**config.mk**
```make
export PLATFORM = sky130hd
export DESIGN_NAME = ffps_top
export DESIGN_NICKNAME = d
export VERILOG_FILES = /design/src/rtl/ffps_pkg.sv /design/src/rtl/ffps_top.sv
export VERILOG_INCLUDE_DIRS = /design/src /design/src/rtl
export SDC_FILE = /design/constraint.sdc
export NUM_CORES = 1
export LEC_CHECK = 0
export ABC_AREA = 1
export BUFFER_PORTS_ARGS = -buffer_cell sky130_fd_sc_hd__buf_2
export CORE_MARGIN = 1.5
export CORE_UTILIZATION = 44
export CTS_BUF_LIST = sky130_fd_sc_hd__clkbuf_8
export DETAILED_ROUTE_END_ITERATION = 7
export PLACE_DENSITY = 0.67
export SYNTH_ARGS = -nofsm -noshare
export SYNTH_HDL_FRONTEND = slang
export SYNTH_SLANG_ARGS = --single-unit
```
**constraint.sdc**
```tcl
create_clock -name clk_sys -period 4.4 [get_ports clk_sys]
set_input_delay 0.22 -clock clk_sys [delete_from_list [all_inputs] [get_ports clk_sys]]
set_output_delay 0.22 -clock clk_sys [all_outputs]
set_load 0.01 [all_outputs]
```
**src/rtl/ffps_defs.svh**
```systemverilog
// constant definitions for the field peaking select block
`ifndef FFPS_DEFS_SVH
`define FFPS_DEFS_SVH
`define FFPS_ADDR_W        4
`define FFPS_OFS_BANK00    4'h0
`define FFPS_OFS_CUTOFF    4'h1
`define FFPS_OFS_STATUS    4'h2
`define FFPS_SERVO_EN_BIT  12
`define FFPS_DPEAK_LSB     0
`define FFPS_APEAK_LSB     4
`define FFPS_DCUT_LSB      0
`define FFPS_ACUT_LSB      8
`define FFPS_BANK00_RST    16'h0000
`define FFPS_CUTOFF_RST    16'h0000
`define FFPS_KMIN_DATA     4'h2
`define FFPS_PEAK_RST      3'h0
`define FFPS_CUT_RST       7'h00
`define FFPS_RDATA_RST     16'h0000
`endif

```
**src/rtl/ffps_pkg.sv**
```systemverilog
// types for the field peaking select block
package ffps_pkg;
  typedef struct packed {
    logic       servo_field;
    logic       slim_floor_off;
    logic [2:0] peak_code;
    logic [6:0] cutoff_code;
    logic       data_gain_sel;
    logic       alt_gain_sel;
  } ffps_sel_t;
endpackage : ffps_pkg

```
**src/rtl/ffps_top.sv**
```systemverilog
// field select driven peaking, cutoff and gain control steering
//
// Design decisions made here: the register addresses and the plain strobed port.
`timescale 1ns/100ps
`default_nettype none
`include "ffps_defs.svh"
//////////////////////////////////////////////////////////////////////////////
// How it works
// - field pin acts on the filter only when enable set
// - enable and pin high means servo field
// - servo field uses alternate peaking code
// - data field keeps slimming floor active
// - three bit code picks eight levels
// - servo slimming sits one floor step lower
// - pin always steers gain control input
// - deselected gain input is held
// - two seven bit cutoff codes selected
module ffps_top
  import ffps_pkg::*;
(
  input  wire logic                    clk_sys,
  input  wire logic                    rstn,
  input  wire logic                    field_select_pin,
  input  wire logic [`FFPS_ADDR_W-1:0] reg_addr,
  input  wire logic [15:0]             reg_wdata,
  input  wire logic                    reg_wr,
  input  wire logic                    reg_rd,
  output logic      [15:0]             reg_rdata,
  output logic      [2:0]              peak_code,
  output logic      [6:0]              cutoff_code,
  output logic                         slim_floor_on,
  output logic                         data_gain_ctrl_input,
  output logic                         alt_field_gain_ctrl_input,
  output logic                         data_gain_hold,
  output logic                         alt_field_gain_hold,
  output logic                         servo_field
);

  //////////////////////////////////////////////////////////////////////////
  // timing seen from outside
  //   pin change      -> outputs move on the third rising edge
  //                      (two sync flops plus the output flop)
  //   register write  -> outputs move on the second rising edge
  //   read strobe     -> reg_rdata valid for exactly the next cycle
  // nothing here filters a pin that flips faster than the sync chain
  // can follow; the controller must hold each field for a few clocks,
  // which real field lengths cover with a wide margin

  //////////////////////////////////////////////////////////////////////////
  // sizes fixed by the register layout; not meant to be overridden
  // since the bit positions in the registers depend on them
  localparam int SYNC_N = 2;     // flops ahead of any logic on the pin
  localparam int PEAK_W = 3;     // eight slimming levels per field
  localparam int CUT_W  = 7;     // up to 128 cutoff steps per field
  localparam int DATA_W = 16;    // register and read data width

  //////////////////////////////////////////////////////////////////////////
  // shared decoding

  // one address compare, used by the write and the read decoder alike,
  // so both always agree on which offset is which
  function automatic logic fn_hit
  (
    input logic [`FFPS_ADDR_W-1:0] addr,
    input logic [`FFPS_ADDR_W-1:0] ofs
  );
    fn_hit = (addr == ofs);
  endfunction : fn_hit

  // field mux for a peaking code; servo field takes the alternate code
  function automatic logic [PEAK_W-1:0] fn_pick_peak
  (
    input logic              servo,
    input logic [PEAK_W-1:0] alt_code,
    input logic [PEAK_W-1:0] data_code
  );
    fn_pick_peak = servo ? alt_code : data_code;
  endfunction : fn_pick_peak

  // same mux for a cutoff code, kept apart so no width is stretched
  function automatic logic [CUT_W-1:0] fn_pick_cut
  (
    input logic             servo,
    input logic [CUT_W-1:0] alt_code,
    input logic [CUT_W-1:0] data_code
  );
    fn_pick_cut = servo ? alt_code : data_code;
  endfunction : fn_pick_cut

  //////////////////////////////////////////////////////////////////////////
  // reset release
  // the pin asserts reset at once; release walks through two flops so
  // every later flop leaves reset on the same clean clock edge
  logic [1:0] rst_sync;
  logic [1:0] next_rst_sync;
  logic       rst_n;

  // shift a one in behind the released pin
  always_comb
  begin
    next_rst_sync = {rst_sync[0], 1'b1};
  end

  always_ff @(posedge clk_sys or negedge rstn)
  begin
    if (!rstn)
      rst_sync <= 2'h0;
    else
      rst_sync <= next_rst_sync;
  end

  // internal copy used by every other flop
  assign rst_n = rst_sync[1];

  //////////////////////////////////////////////////////////////////////////
  // field pin synchroniser
  // the controller drives the pin from its own clock, so it may move at
  // any time; a metastable first stage gets a full clock to settle and
  // only the last stage is read, never the first
  logic [SYNC_N-1:0] pin_sync;
  logic [SYNC_N-1:0] next_pin_sync;
  logic              fsel;

  // new pin value enters at stage zero
  always_comb
  begin
    next_pin_sync = {pin_sync[SYNC_N-2:0], field_select_pin};
  end

  always_ff @(posedge clk_sys or negedge rst_n)
  begin
    if (!rst_n)
      pin_sync <= {SYNC_N{1'b0}};
    else
      pin_sync <= next_pin_sync;
  end

  // low after reset, so the first field seen is a data field
  assign fsel = pin_sync[SYNC_N-1];

  //////////////////////////////////////////////////////////////////////////
  // control registers
  // offset 0: bit 12 servo enable, [6:4] alt peaking, [2:0] data peaking
  // offset 1: [14:8] alt cutoff, [6:0] data cutoff
  // offset 2: read only, bit 9 servo field, bit 8 synced pin,
  //           [7:1] live cutoff code
  logic [DATA_W-1:0] bank00;
  logic [DATA_W-1:0] cutoff_reg;
  logic [DATA_W-1:0] next_bank00;
  logic [DATA_W-1:0] next_cutoff_reg;
  logic [DATA_W-1:0] next_rdata;
  logic [DATA_W-1:0] status_word;
  logic              wr_bank;
  logic              wr_cut;
  ffps_sel_t         sel;

  // write decode; writes to the status offset or a hole fall away
  // a write lands on the edge that samples the strobe
  always_comb
  begin
    wr_bank         = reg_wr && fn_hit(reg_addr, `FFPS_OFS_BANK00);
    wr_cut          = reg_wr && fn_hit(reg_addr, `FFPS_OFS_CUTOFF);
    next_bank00     = bank00;
    next_cutoff_reg = cutoff_reg;
    if (wr_bank)
      next_bank00 = reg_wdata;
    // bits 7 and 15 have no storage and read back as zero
    if (wr_cut)
      next_cutoff_reg = {1'b0, reg_wdata[14:8], 1'b0, reg_wdata[6:0]};
  end

  // live selection as software sees it: field, synced pin, cutoff
  assign status_word = {6'h00, sel.servo_field, fsel,
                        sel.cutoff_code, 1'b0};

  // read decode; data only in the cycle after the strobe, else zero,
  // so a bus that ors several slaves together needs no extra gating
  always_comb
  begin
    next_rdata = `FFPS_RDATA_RST;
    if (reg_rd)
    begin
      if (fn_hit(reg_addr, `FFPS_OFS_BANK00))
        next_rdata = bank00;
      else if (fn_hit(reg_addr, `FFPS_OFS_CUTOFF))
        next_rdata = cutoff_reg;
      else if (fn_hit(reg_addr, `FFPS_OFS_STATUS))
        next_rdata = status_word;
      else
        next_rdata = `FFPS_RDATA_RST;
    end
  end

  always_ff @(posedge clk_sys or negedge rst_n)
  begin
    if (!rst_n)
    begin
      bank00     <= `FFPS_BANK00_RST;
      cutoff_reg <= `FFPS_CUTOFF_RST;
      reg_rdata  <= `FFPS_RDATA_RST;
    end
    else
    begin
      bank00     <= next_bank00;
      cutoff_reg <= next_cutoff_reg;
      reg_rdata  <= next_rdata;
    end
  end

  //////////////////////////////////////////////////////////////////////////
  // field selection
  // purely combinational; the output flops below add the only latency
  logic servo_en;

  // enable bit gates what the pin may change in the filter
  assign servo_en = bank00[`FFPS_SERVO_EN_BIT];

  // servo values need both the enable bit and the synced pin high;
  // any other combination gives the data field codes
  always_comb
  begin
    sel.servo_field    = servo_en & fsel;
    // data field keeps the 0.2 floor; servo field drops it to zero
    sel.slim_floor_off = sel.servo_field;
    // code 111 least peaking, 000 most, eight levels
    sel.peak_code      = fn_pick_peak(sel.servo_field,
                           bank00[`FFPS_APEAK_LSB +: PEAK_W],
                           bank00[`FFPS_DPEAK_LSB +: PEAK_W]);
    // two cutoff codes, one per field
    sel.cutoff_code    = fn_pick_cut(sel.servo_field,
                           cutoff_reg[`FFPS_ACUT_LSB +: CUT_W],
                           cutoff_reg[`FFPS_DCUT_LSB +: CUT_W]);
    // gain steering ignores the enable bit
    sel.data_gain_sel  = ~fsel;
    sel.alt_gain_sel   = fsel;
  end

  //////////////////////////////////////////////////////////////////////////
  // output stage
  // every output leaves from a flop so the filter and gain pins never
  // see a decode glitch while the pin or a register changes; the cost
  // is one clock of extra delay on every path
  logic [PEAK_W-1:0] next_peak_code;
  logic [CUT_W-1:0]  next_cutoff_code;
  logic              next_slim_floor_on;
  logic              next_data_gain_ctrl_input;
  logic              next_alt_field_gain_ctrl_input;
  logic              next_data_gain_hold;
  logic              next_alt_field_gain_hold;
  logic              next_servo_field;

  // next output values from the live selection
  // the hold of each gain input is the inverse of its select, so one
  // field always adapts while the other keeps its remembered level
  always_comb
  begin
    next_peak_code                 = sel.peak_code;
    next_cutoff_code               = sel.cutoff_code;
    next_slim_floor_on             = ~sel.slim_floor_off;
    next_data_gain_ctrl_input      = sel.data_gain_sel;
    next_alt_field_gain_ctrl_input = sel.alt_gain_sel;
    // unselected input keeps its remembered gain
    next_data_gain_hold            = ~sel.data_gain_sel;
    next_alt_field_gain_hold       = ~sel.alt_gain_sel;
    next_servo_field               = sel.servo_field;
  end

  // reset leaves the data field selected and the servo input on hold
  always_ff @(posedge clk_sys or negedge rst_n)
  begin
    if (!rst_n)
    begin
      // filter side
      peak_code                 <= `FFPS_PEAK_RST;
      cutoff_code               <= `FFPS_CUT_RST;
      slim_floor_on             <= 1'b1;
      servo_field               <= 1'b0;
      // gain side
      data_gain_ctrl_input      <= 1'b1;
      alt_field_gain_ctrl_input <= 1'b0;
      data_gain_hold            <= 1'b0;
      alt_field_gain_hold       <= 1'b1;
    end
    else
    begin
      // filter side
      peak_code                 <= next_peak_code;
      cutoff_code               <= next_cutoff_code;
      slim_floor_on             <= next_slim_floor_on;
      servo_field               <= next_servo_field;
      // gain side
      data_gain_ctrl_input      <= next_data_gain_ctrl_input;
      alt_field_gain_ctrl_input <= next_alt_field_gain_ctrl_input;
      data_gain_hold            <= next_data_gain_hold;
      alt_field_gain_hold       <= next_alt_field_gain_hold;
    end
  end

endmodule : ffps_top
`default_nettype wire

```
# After elaboration in Yosys (flattened, before gate mapping)
# Cells that the tools add are included.
# Widths: inputs -> output; s select.
dict set report totals {
  ff_bits 64
  ramBits 0
  in_bits 25
  memories 0
  output_inout_bits 32
  mem_bits_ro 0
  elab_cells 25
  latch_bits 0
}
dict set report op_classes {
  reduce_logical 3
  shift 0
  n_bitwise 3
  mul 0
  mux 6
  n_addsub 0
  order_cmp 0
  eq_ne 2
  n_div 0
}
# operator count
set ops {}
lappend ops {{$mux 16} 2}
lappend ops {{$mux 15} 1}
lappend ops {{$mux 10} 1}
lappend ops {{$mux 7} 1}
lappend ops {{$eq 4x1->1 const B} 1}
lappend ops {{$eq 4x2->1 const B} 1}
lappend ops {{$logic_not 4->1} 1}
lappend ops {{$mux 3} 1}
lappend ops {{$logic_and 1x1->1} 2}
lappend ops {{$not 1->1} 2}
lappend ops {{$and 1x1->1} 1}

# Depth between registers and ports, before layout
# Gate-level depths: netlist of the first run.
dict set report logic_depth {
  word_depth 6
  depth_mapped 7
  ltp_nobuf 6
}

# Worst setup path after synthesis of the first run
# OpenSTA, ideal clock, no wires.
dict set report synth_path {
  path_kind {reg-to-reg}
  startpoint {register pin_sync[1]}
  endpoint {register reg_rdata[5]}
  arrival_ps 1025
  required_time_ps 4323
  setup_time_ps 77
  stages_incl_launch_ff 8
  setup_slack_ps 3297
  n_path_buf 2
  path_cell_list {dfrtp_1 -> buf_6 -> nand2_2 -> buf_4 -> nand2_1 -> nand2_1 -> nand2_1 -> a21oi_1}
}
dict set report synth_via {
  elab_chain_len 6
}
# item line
set synth_lines {}
lappend synth_lines {{from (decl)} ffps_top.sv:120} ;# logic [SYNC_N-1:0] pin_sync;
lappend synth_lines {{from (signal assigned)} ffps_top.sv:133} ;# pin_sync <= {SYNC_N{1'b0}};
lappend synth_lines {{from (signal assigned)} ffps_top.sv:135} ;# pin_sync <= next_pin_sync;
lappend synth_lines {{$and 1x1->1} ffps_top.sv:222} ;# sel.servo_field = servo_en & fsel;
lappend synth_lines {{$mux 7} ffps_top.sv:87} ;# fn_pick_cut = servo ? alt_code : data_code;
lappend synth_lines {{named net next_cutoff_code[4]} ffps_top.sv:244} ;# logic [CUT_W-1:0] next_cutoff_code;
lappend synth_lines {{$mux 10} ffps_top.sv:187} ;# else if (fn_hit(reg_addr, `FFPS_OFS_STATUS))
lappend synth_lines {{$mux 15} ffps_top.sv:185} ;# else if (fn_hit(reg_addr, `FFPS_OFS_CUTOFF))
lappend synth_lines {{$mux 16} ffps_top.sv:183} ;# if (fn_hit(reg_addr, `FFPS_OFS_BANK00))
lappend synth_lines {{$mux 16} ffps_top.sv:181} ;# if (reg_rd)
lappend synth_lines {{named net next_rdata[5]} ffps_top.sv:151} ;# logic [DATA_W-1:0] next_rdata;
lappend synth_lines {{to (signal assigned)} ffps_top.sv:200} ;# reg_rdata <= `FFPS_RDATA_RST;
lappend synth_lines {{to (signal assigned)} ffps_top.sv:206} ;# reg_rdata <= next_rdata;
lappend synth_lines {{to (decl)} ffps_top.sv:28} ;# output logic [15:0] reg_rdata,
# The timed path passes the listed nets, and every way through them passes these cells.
# A chain may end at the register's enable or synchronous reset.

# Final worst setup path of the first run
dict set report layout_path {
  startpoint {input port reg_addr[3]}
  endpoint {register bank00[4]}
}
dict set report layout_via {
  elab_chain_len 2
}
# item line
set layout_lines {}
lappend layout_lines {{from (decl)} ffps_top.sv:24} ;# input wire logic [`FFPS_ADDR_W-1:0] reg_addr,
lappend layout_lines {{$logic_not 4->1} ffps_top.sv:67} ;# fn_hit = (addr == ofs);
lappend layout_lines {{$logic_and 1x1->1} ffps_top.sv:161} ;# wr_bank = reg_wr && fn_hit(reg_addr, `FFPS_OFS_BANK00);
lappend layout_lines {{to (signal assigned)} ffps_top.sv:198} ;# bank00 <= `FFPS_BANK00_RST;
lappend layout_lines {{to (signal assigned)} ffps_top.sv:204} ;# bank00 <= next_bank00;
lappend layout_lines {{to (decl)} ffps_top.sv:147} ;# logic [DATA_W-1:0] bank00;
# No other way between the ends.

==> results of run 1 <==
## cells in the mapped netlist
cell       n
and3_1     1
nand2_1   99
nand3_1   33
clkinv_1   1
o211ai_1   7
buf_4      5
clkbuf_2   1
inv_2      2
o21ai_1    1
nor2_8     2
buf_6      5
inv_1      7
conb_1     1
nor2_4     2
o21ai_0   17
clkbuf_1   3
dfstp_2    2
dfrtp_1   62
nand3b_1   5
buf_2      3
nor2_1     3
nand2_4    3
buf_1      1
nand2_2    1
a21oi_1    8
nand4_1    6
## power breakdown
part	internal (W)	leakage, nW	switching [W]
clock network	0.000327	0.120	0.000201
logic	0.0000721	0.786	0.000125
registers	0.000677	0.821	0.0000558
## kinds of logic after synthesis
group	synth area share (%)
flops	59.7
compound gates	6.79
simple gates	27.2
buf+inv	6.19
other cells	0.139
## critical path: cells and delay by family
family	cells	cell delay, ns
AND/OR/NAND/NOR	6	1.26
buffers and inverters	1	0.11
## layer usage
| metal | track usage (%) | part of all wire [%] |
|---|---|---|
| met4 | 10.0 | 2.1 |
| met5 | 0 | 0 |
| met2 | 28.6 | 46 |
| met3 | 4.16 | 3.6 |
| met1 | 25.8 | 48 |
## area by class of cell
cell class | count | share of cell area (%)
Clock buffer | 10 | 4.33
Clock inverter | 6 | 2.40
Inverter | 10 | 1.18
Multi-Input combinational cell | 189 | 28.9
Sequential cell | 64 | 50.5
Tap cell | 75 | 2.95
Timing Repair Buffer | 59 | 9.69
## placed cells by master (no fill, tap or decap), drive strengths merged, types with 5 or more instances in the layout
cell type / instances
nor2: 7
dfrtp: 62
o211ai: 7
nand4: 6
inv: 12
clkbuf: 10
nand3: 33
nand2: 103
o21ai: 18
nand3b: 5
buf: 57
a21oi: 8
## worst min-delay path by stage
stage | startpoint | to | slack, ns
global route | reg_wdata[13] | cutoff_reg[13]$_DFFE_PN0P_ | 0.11
detailed placement | rstn | rst_sync[0]$_DFF_PN0_ | 0.008
finish | reg_wdata[10] | cutoff_reg[10]$_DFFE_PN0P_ | 0.1
CTS | reg_wdata[10] | cutoff_reg[10]$_DFFE_PN0P_ | 0.09
global placement | rstn | rst_sync[0]$_DFF_PN0_ | 0.006
floorplan | rstn | rst_sync[0]$_DFF_PN0_ | -0.08
## metrics by stage
step | area, sq um | util, %
2_1_floorplan | 2690 | -
3_3_place_gp | 2940 | 49.7
3_5_place_dp | 2940 | 49.7
4_1_cts | 3180 | 53.7
5_1_grt | 3180 | 53.7
6_report | 3180 | 53.7
==> metrics, run 1 <==
status completed; fmax 723 MHz; RSZ-0062 raised after global routing false; Critical Path RT between 4 and 5 ns; hold bufs inserted after CTS 2; pin count of the biggest net entering global routing 63; core footprint 5920 sq um; GR Util All Layers around a fifth; initial antenna violation count 0; # diodes 0; worst hold path depth 3; setup bufs post-CTS 0; Storage cell area 1610 sq um; post-synth top area cell dfrtp_1; area of the multi-input gates slightly above 900 sq um; Reg-to-Reg End reg_rdata[7]$_DFF_PN0_; CTS tree yes; die width slightly above 80 um; critical path arrival ~1.6 ns; CP max stage cell nor2_4; vias in the first global route about 1,900; Area contributors post-synth dfrtp_1, nand2_1, nand3_1; post-CTS sizing 0; Clock Skew 0.0117 ns; Yosys warning count 0; Worst R2R Path Depth 4; gpl congestion approximately 0.82; Routed wire per std cell roughly 13 um; Hold WS ~0.098 ns; final slew viol count 0; number of remaining DRC errors 0; Peak VDD IR between 0.2 and 0.25 mV; CP max stage delay between 0.4 and 0.5 ns; GR Overflow Total 0; post-synth top area share ~58%; crit path to bank00[4]$_DFFE_PN0P_; Die Height a little over 80 um; drt first pass iters 4; Setup TNS 0 ns; Tightest Pin Transition between 0.7 and 0.8 ns; Num CTS Buffers 9; cell count after synthesis between 200 and 300; post-synth cell types 26; fin crit period between 1 and 1.5 ns; Tot Pwr 0.00146 W; first-pass GRT wire length between 9000 and 10,000 um; Non-Filler Instances approximately 410; Reg2Reg Setup Slack around 3 ns; CTS H-tree depth 3; Crit Path Max Fanout 24; Crit. End Element flop; area of the mapped netlist roughly 2700 sq um; Hold Crit Class input port to flop; Clock transition at path regs 0.07 ns; worst r2r src pin_sync[1]$_DFF_PN0_; worst skew pair latency about 0.34 ns; crit-path cells buf_2 > nor2_4 > nand2_4 > nor2_8 > nand2_4 > nand2_1 > nand2_1; Seq cells post-synth 64; row cnt 28; number of vias per cell 4.88; syn_area_per_cell around 9.6 sq um; Setup WS pre-CTS 2.67 ns; Detailed Route WL approximately 5500 um; dpl cells roughly 400; Final ANT Viol Nets 0; # clock sinks 64; Pleak 1.73 nW; io pins 57; vias post-DR a little over 2,000; Setup CP Type input port to flop; maxcap violations 0; initial core utilization between 40% and 50%; dpl hpwl 3960 um; critical path launch point type input port; Area Overhead vs Synth 18.1%; full die area 6590 sq um; fin crit share between 30% and 40%; syn_nets between 300 and 400; Pwr per Cell Area between 400 and 500 nW/um^2; Setup Viol. Count Final 0; critical path launch point reg_addr[3]; PortBufs 56; fraction of final layout cells with drive strength greater than 1 24.6%; Slew headroom about half; CTS root buffer clkbuf_8; clock buffer depth 2; Final nets roughly 360; sequential area share after synthesis just under 60%; final hold vios 0; fill count roughly 580; drt first-iter violations ~150; Worst Slack Setup Final about 3.0 ns
Power figures use the tool's default switching activity.
==> run 2: changes to the inputs <==
PLACE_DENSITY = 0.69   (was 0.67)
clock period = 1.25 ns   (was 4.4 ns; I/O delays follow)
==> run 2 against run 1 <==
Sequential power rose to 3.5 times the previous value. Non-clock buffer count up 27. Clock power rose to 3.3 times the previous value. Core utilization up 4.1 points. Via count up 6.9%. Setup slack worse by 2.8 ns. First-iteration DRC count up 12%. Combinational power rose to 4.0 times the previous value. Worst hold slack worse by 0.075 ns. Die area unchanged. Largest cell class unchanged.
==> metrics, run 2 (synthesized netlist as in run 1, its figures left out) <==
Reg2Reg Setup Slack approximately 0.19 ns; number of vias per cell just under 5; vias post-DR about 2,200; fin crit share a little over four fifths; initial antenna violation count 0; Setup Viol. Count Final 0; Clock transition at path regs about 0.070 ns; pin count of the biggest net entering global routing 63; Clock Skew ~0.0075 ns; part of the power in combinational logic approximately 16%; Setup CP Type flop to flop; Worst R2R Path Depth 5; Crit. End Element flop; status completed; Routed wire per std cell around 13 um; post-layout util between 50% and 60%; GR Util All Layers about a fifth; Switching Fraction around 27%; worst skew pair latency 0.34 ns; critical path arrival about 1.3 ns; Worst Slack Setup Final about 0.19 ns; Final nets 385; CP max stage cell dfrtp_1; Critical Path RT approximately 1.5 ns; cell mode on critical path nand2_1; Crit. path cell count 5; final slew viol count 0; Detailed Route WL between 5000 and 6000 um; Final ANT Viol Nets 0; die width ~81 um; Reg-to-Reg End reg_rdata[1]$_DFF_PN0_; io pins 57; Hold WS ~0.022 ns; commonest non-fill, non-tap cell in the layout nand2_1; CTS root buffer clkbuf_8; gpl congestion 0.826; CP max stage delay about 0.39 ns; # diodes 0; CTS tree yes; fmax around 950 MHz; Crit Path Max Fanout 12; CTS H-tree depth 3; Hold Crit Class input port to asynchronous set/reset pin; GR Overflow Total 0; fraction of final layout cells with drive strength greater than 1 a little over a quarter; Top Family by Delay on Critical Path simple AND/OR/NAND/NOR gates; Num CTS Buffers 9; clock buffer depth 2; fin crit period roughly 1.1 ns; row cnt 28; vias in the first global route 2,063; Setup WS pre-CTS slightly above 0.2 ns; crit-path cells nand2_2 > nand2_1 > nand2_1 > nand2_1 > a21oi_1; initial core utilization a little under half; worst r2r src pin_sync[1]$_DFF_PN0_; drt first pass iters 4; # clock sinks 64; sequential power share about half; final hold vios 0; Int Power around 0.0037 W; critical path launch point type flop; Pwr per Cell Area between 1000 and 1500 nW/um^2; PortBufs 56; first-pass GRT wire length 9690 um; NetSw ~0.0014 W; Area Overhead vs Synth 27.2%; dpl hpwl about 4100 um; Clock Power Share around 34%; Peak VDD IR roughly 0.7 mV; setup bufs post-CTS 0; Pleak 1.84 nW; Die Height roughly 80 um; RSZ-0062 raised after global routing false; core footprint 5920 sq um; drt first-iter violations 166; maxcap violations 0; crit path to reg_rdata[1]$_DFF_PN0_; commonest cells after routing, fill and taps aside nand2_1, dfrtp_1, buf_2; Setup TNS 0 ns; critical path launch point pin_sync[1]$_DFF_PN0_; full die area roughly 6600 sq um; Critical path buffers and inverters 0; number of remaining DRC errors 0
## run 2: worst reg2reg max path, cell delays in order, from the launching register on
cell,delay (ns)
dfrtp_1,0.39
nand2_2,0.19
nand2_1,0.08
nand2_1,0.10
nand2_1,0.06
a21oi_1,0.16
## run 2: repair_timing
item / 4_1_cts / 5_1_grt
endpoints found under the hold margin: 33 / 0
gates resized for setup: 0 / 0
hold buffers: 18 / 0
## run 2: worst min-delay path by stage
stage	from	endpoint	slack, ns	cells past startpoint
floorplan	rstn	rst_sync[0]$_DFF_PN0_	-0.23	0
global placement	rstn	rst_sync[0]$_DFF_PN0_	-0.15	1
detailed placement	rstn	rst_sync[0]$_DFF_PN0_	-0.15	1
CTS	rstn	rst_sync[1]$_DFF_PN0_	0.02	2
global route	rstn	rst_sync[0]$_DFF_PN0_	0.02	2
finish	rstn	rst_sync[0]$_DFF_PN0_	0.02	2
## run 2: layer usage
metal / up-vias / share of wire (%) / routed length, um / GRT usage, %
li1: 1075 / - / - / -
met1: 997 / 47 / 2690 / 27.3
met2: 66 / 45 / 2550 / 28.7
met3: 17 / 4.1 / 235 / 3.48
met4: 0 / 4.0 / 226 / 13.8
met5: - / 0 / 0 / 0
## run 2: stage by stage
stage | power [W] | instances | instance area (sq um)
2_1_floorplan | 0.00304 | 281 | 2690
3_3_place_gp | 0.00333 | 406 | 3040
3_5_place_dp | 0.00335 | 406 | 3040
4_1_cts | 0.00512 | 440 | 3420
5_1_grt | 0.00535 | 440 | 3420
6_report | 0.00508 | 440 | 3420
## run 2: cell type report
| class | instances | area [sq um] |
|---|---|---|
| Clock buffer | 14 | 193 |
| Inverter | 10 | 37.5 |
| Multi-Input combinational cell | 189 | 918 |
| Fill cell | 518 | 2500 |
| Clock inverter | 2 | 10.0 |
| Tap cell | 75 | 93.8 |
| Sequential cell | 64 | 1610 |
| Timing Repair Buffer | 86 | 563 |
## run 2: power groups by stage
stage / Sequential [W] / Combinational (W) / Clock (W)
after floorplan: 0.00263 / 0.000409 / 0
after global placement: 0.00259 / 0.000736 / 0
after detailed placement: 0.00260 / 0.000754 / 0
after CTS: 0.00256 / 0.000798 / 0.00176
after global routing: 0.00260 / 0.000903 / 0.00185
final: 0.00256 / 0.000790 / 0.00173
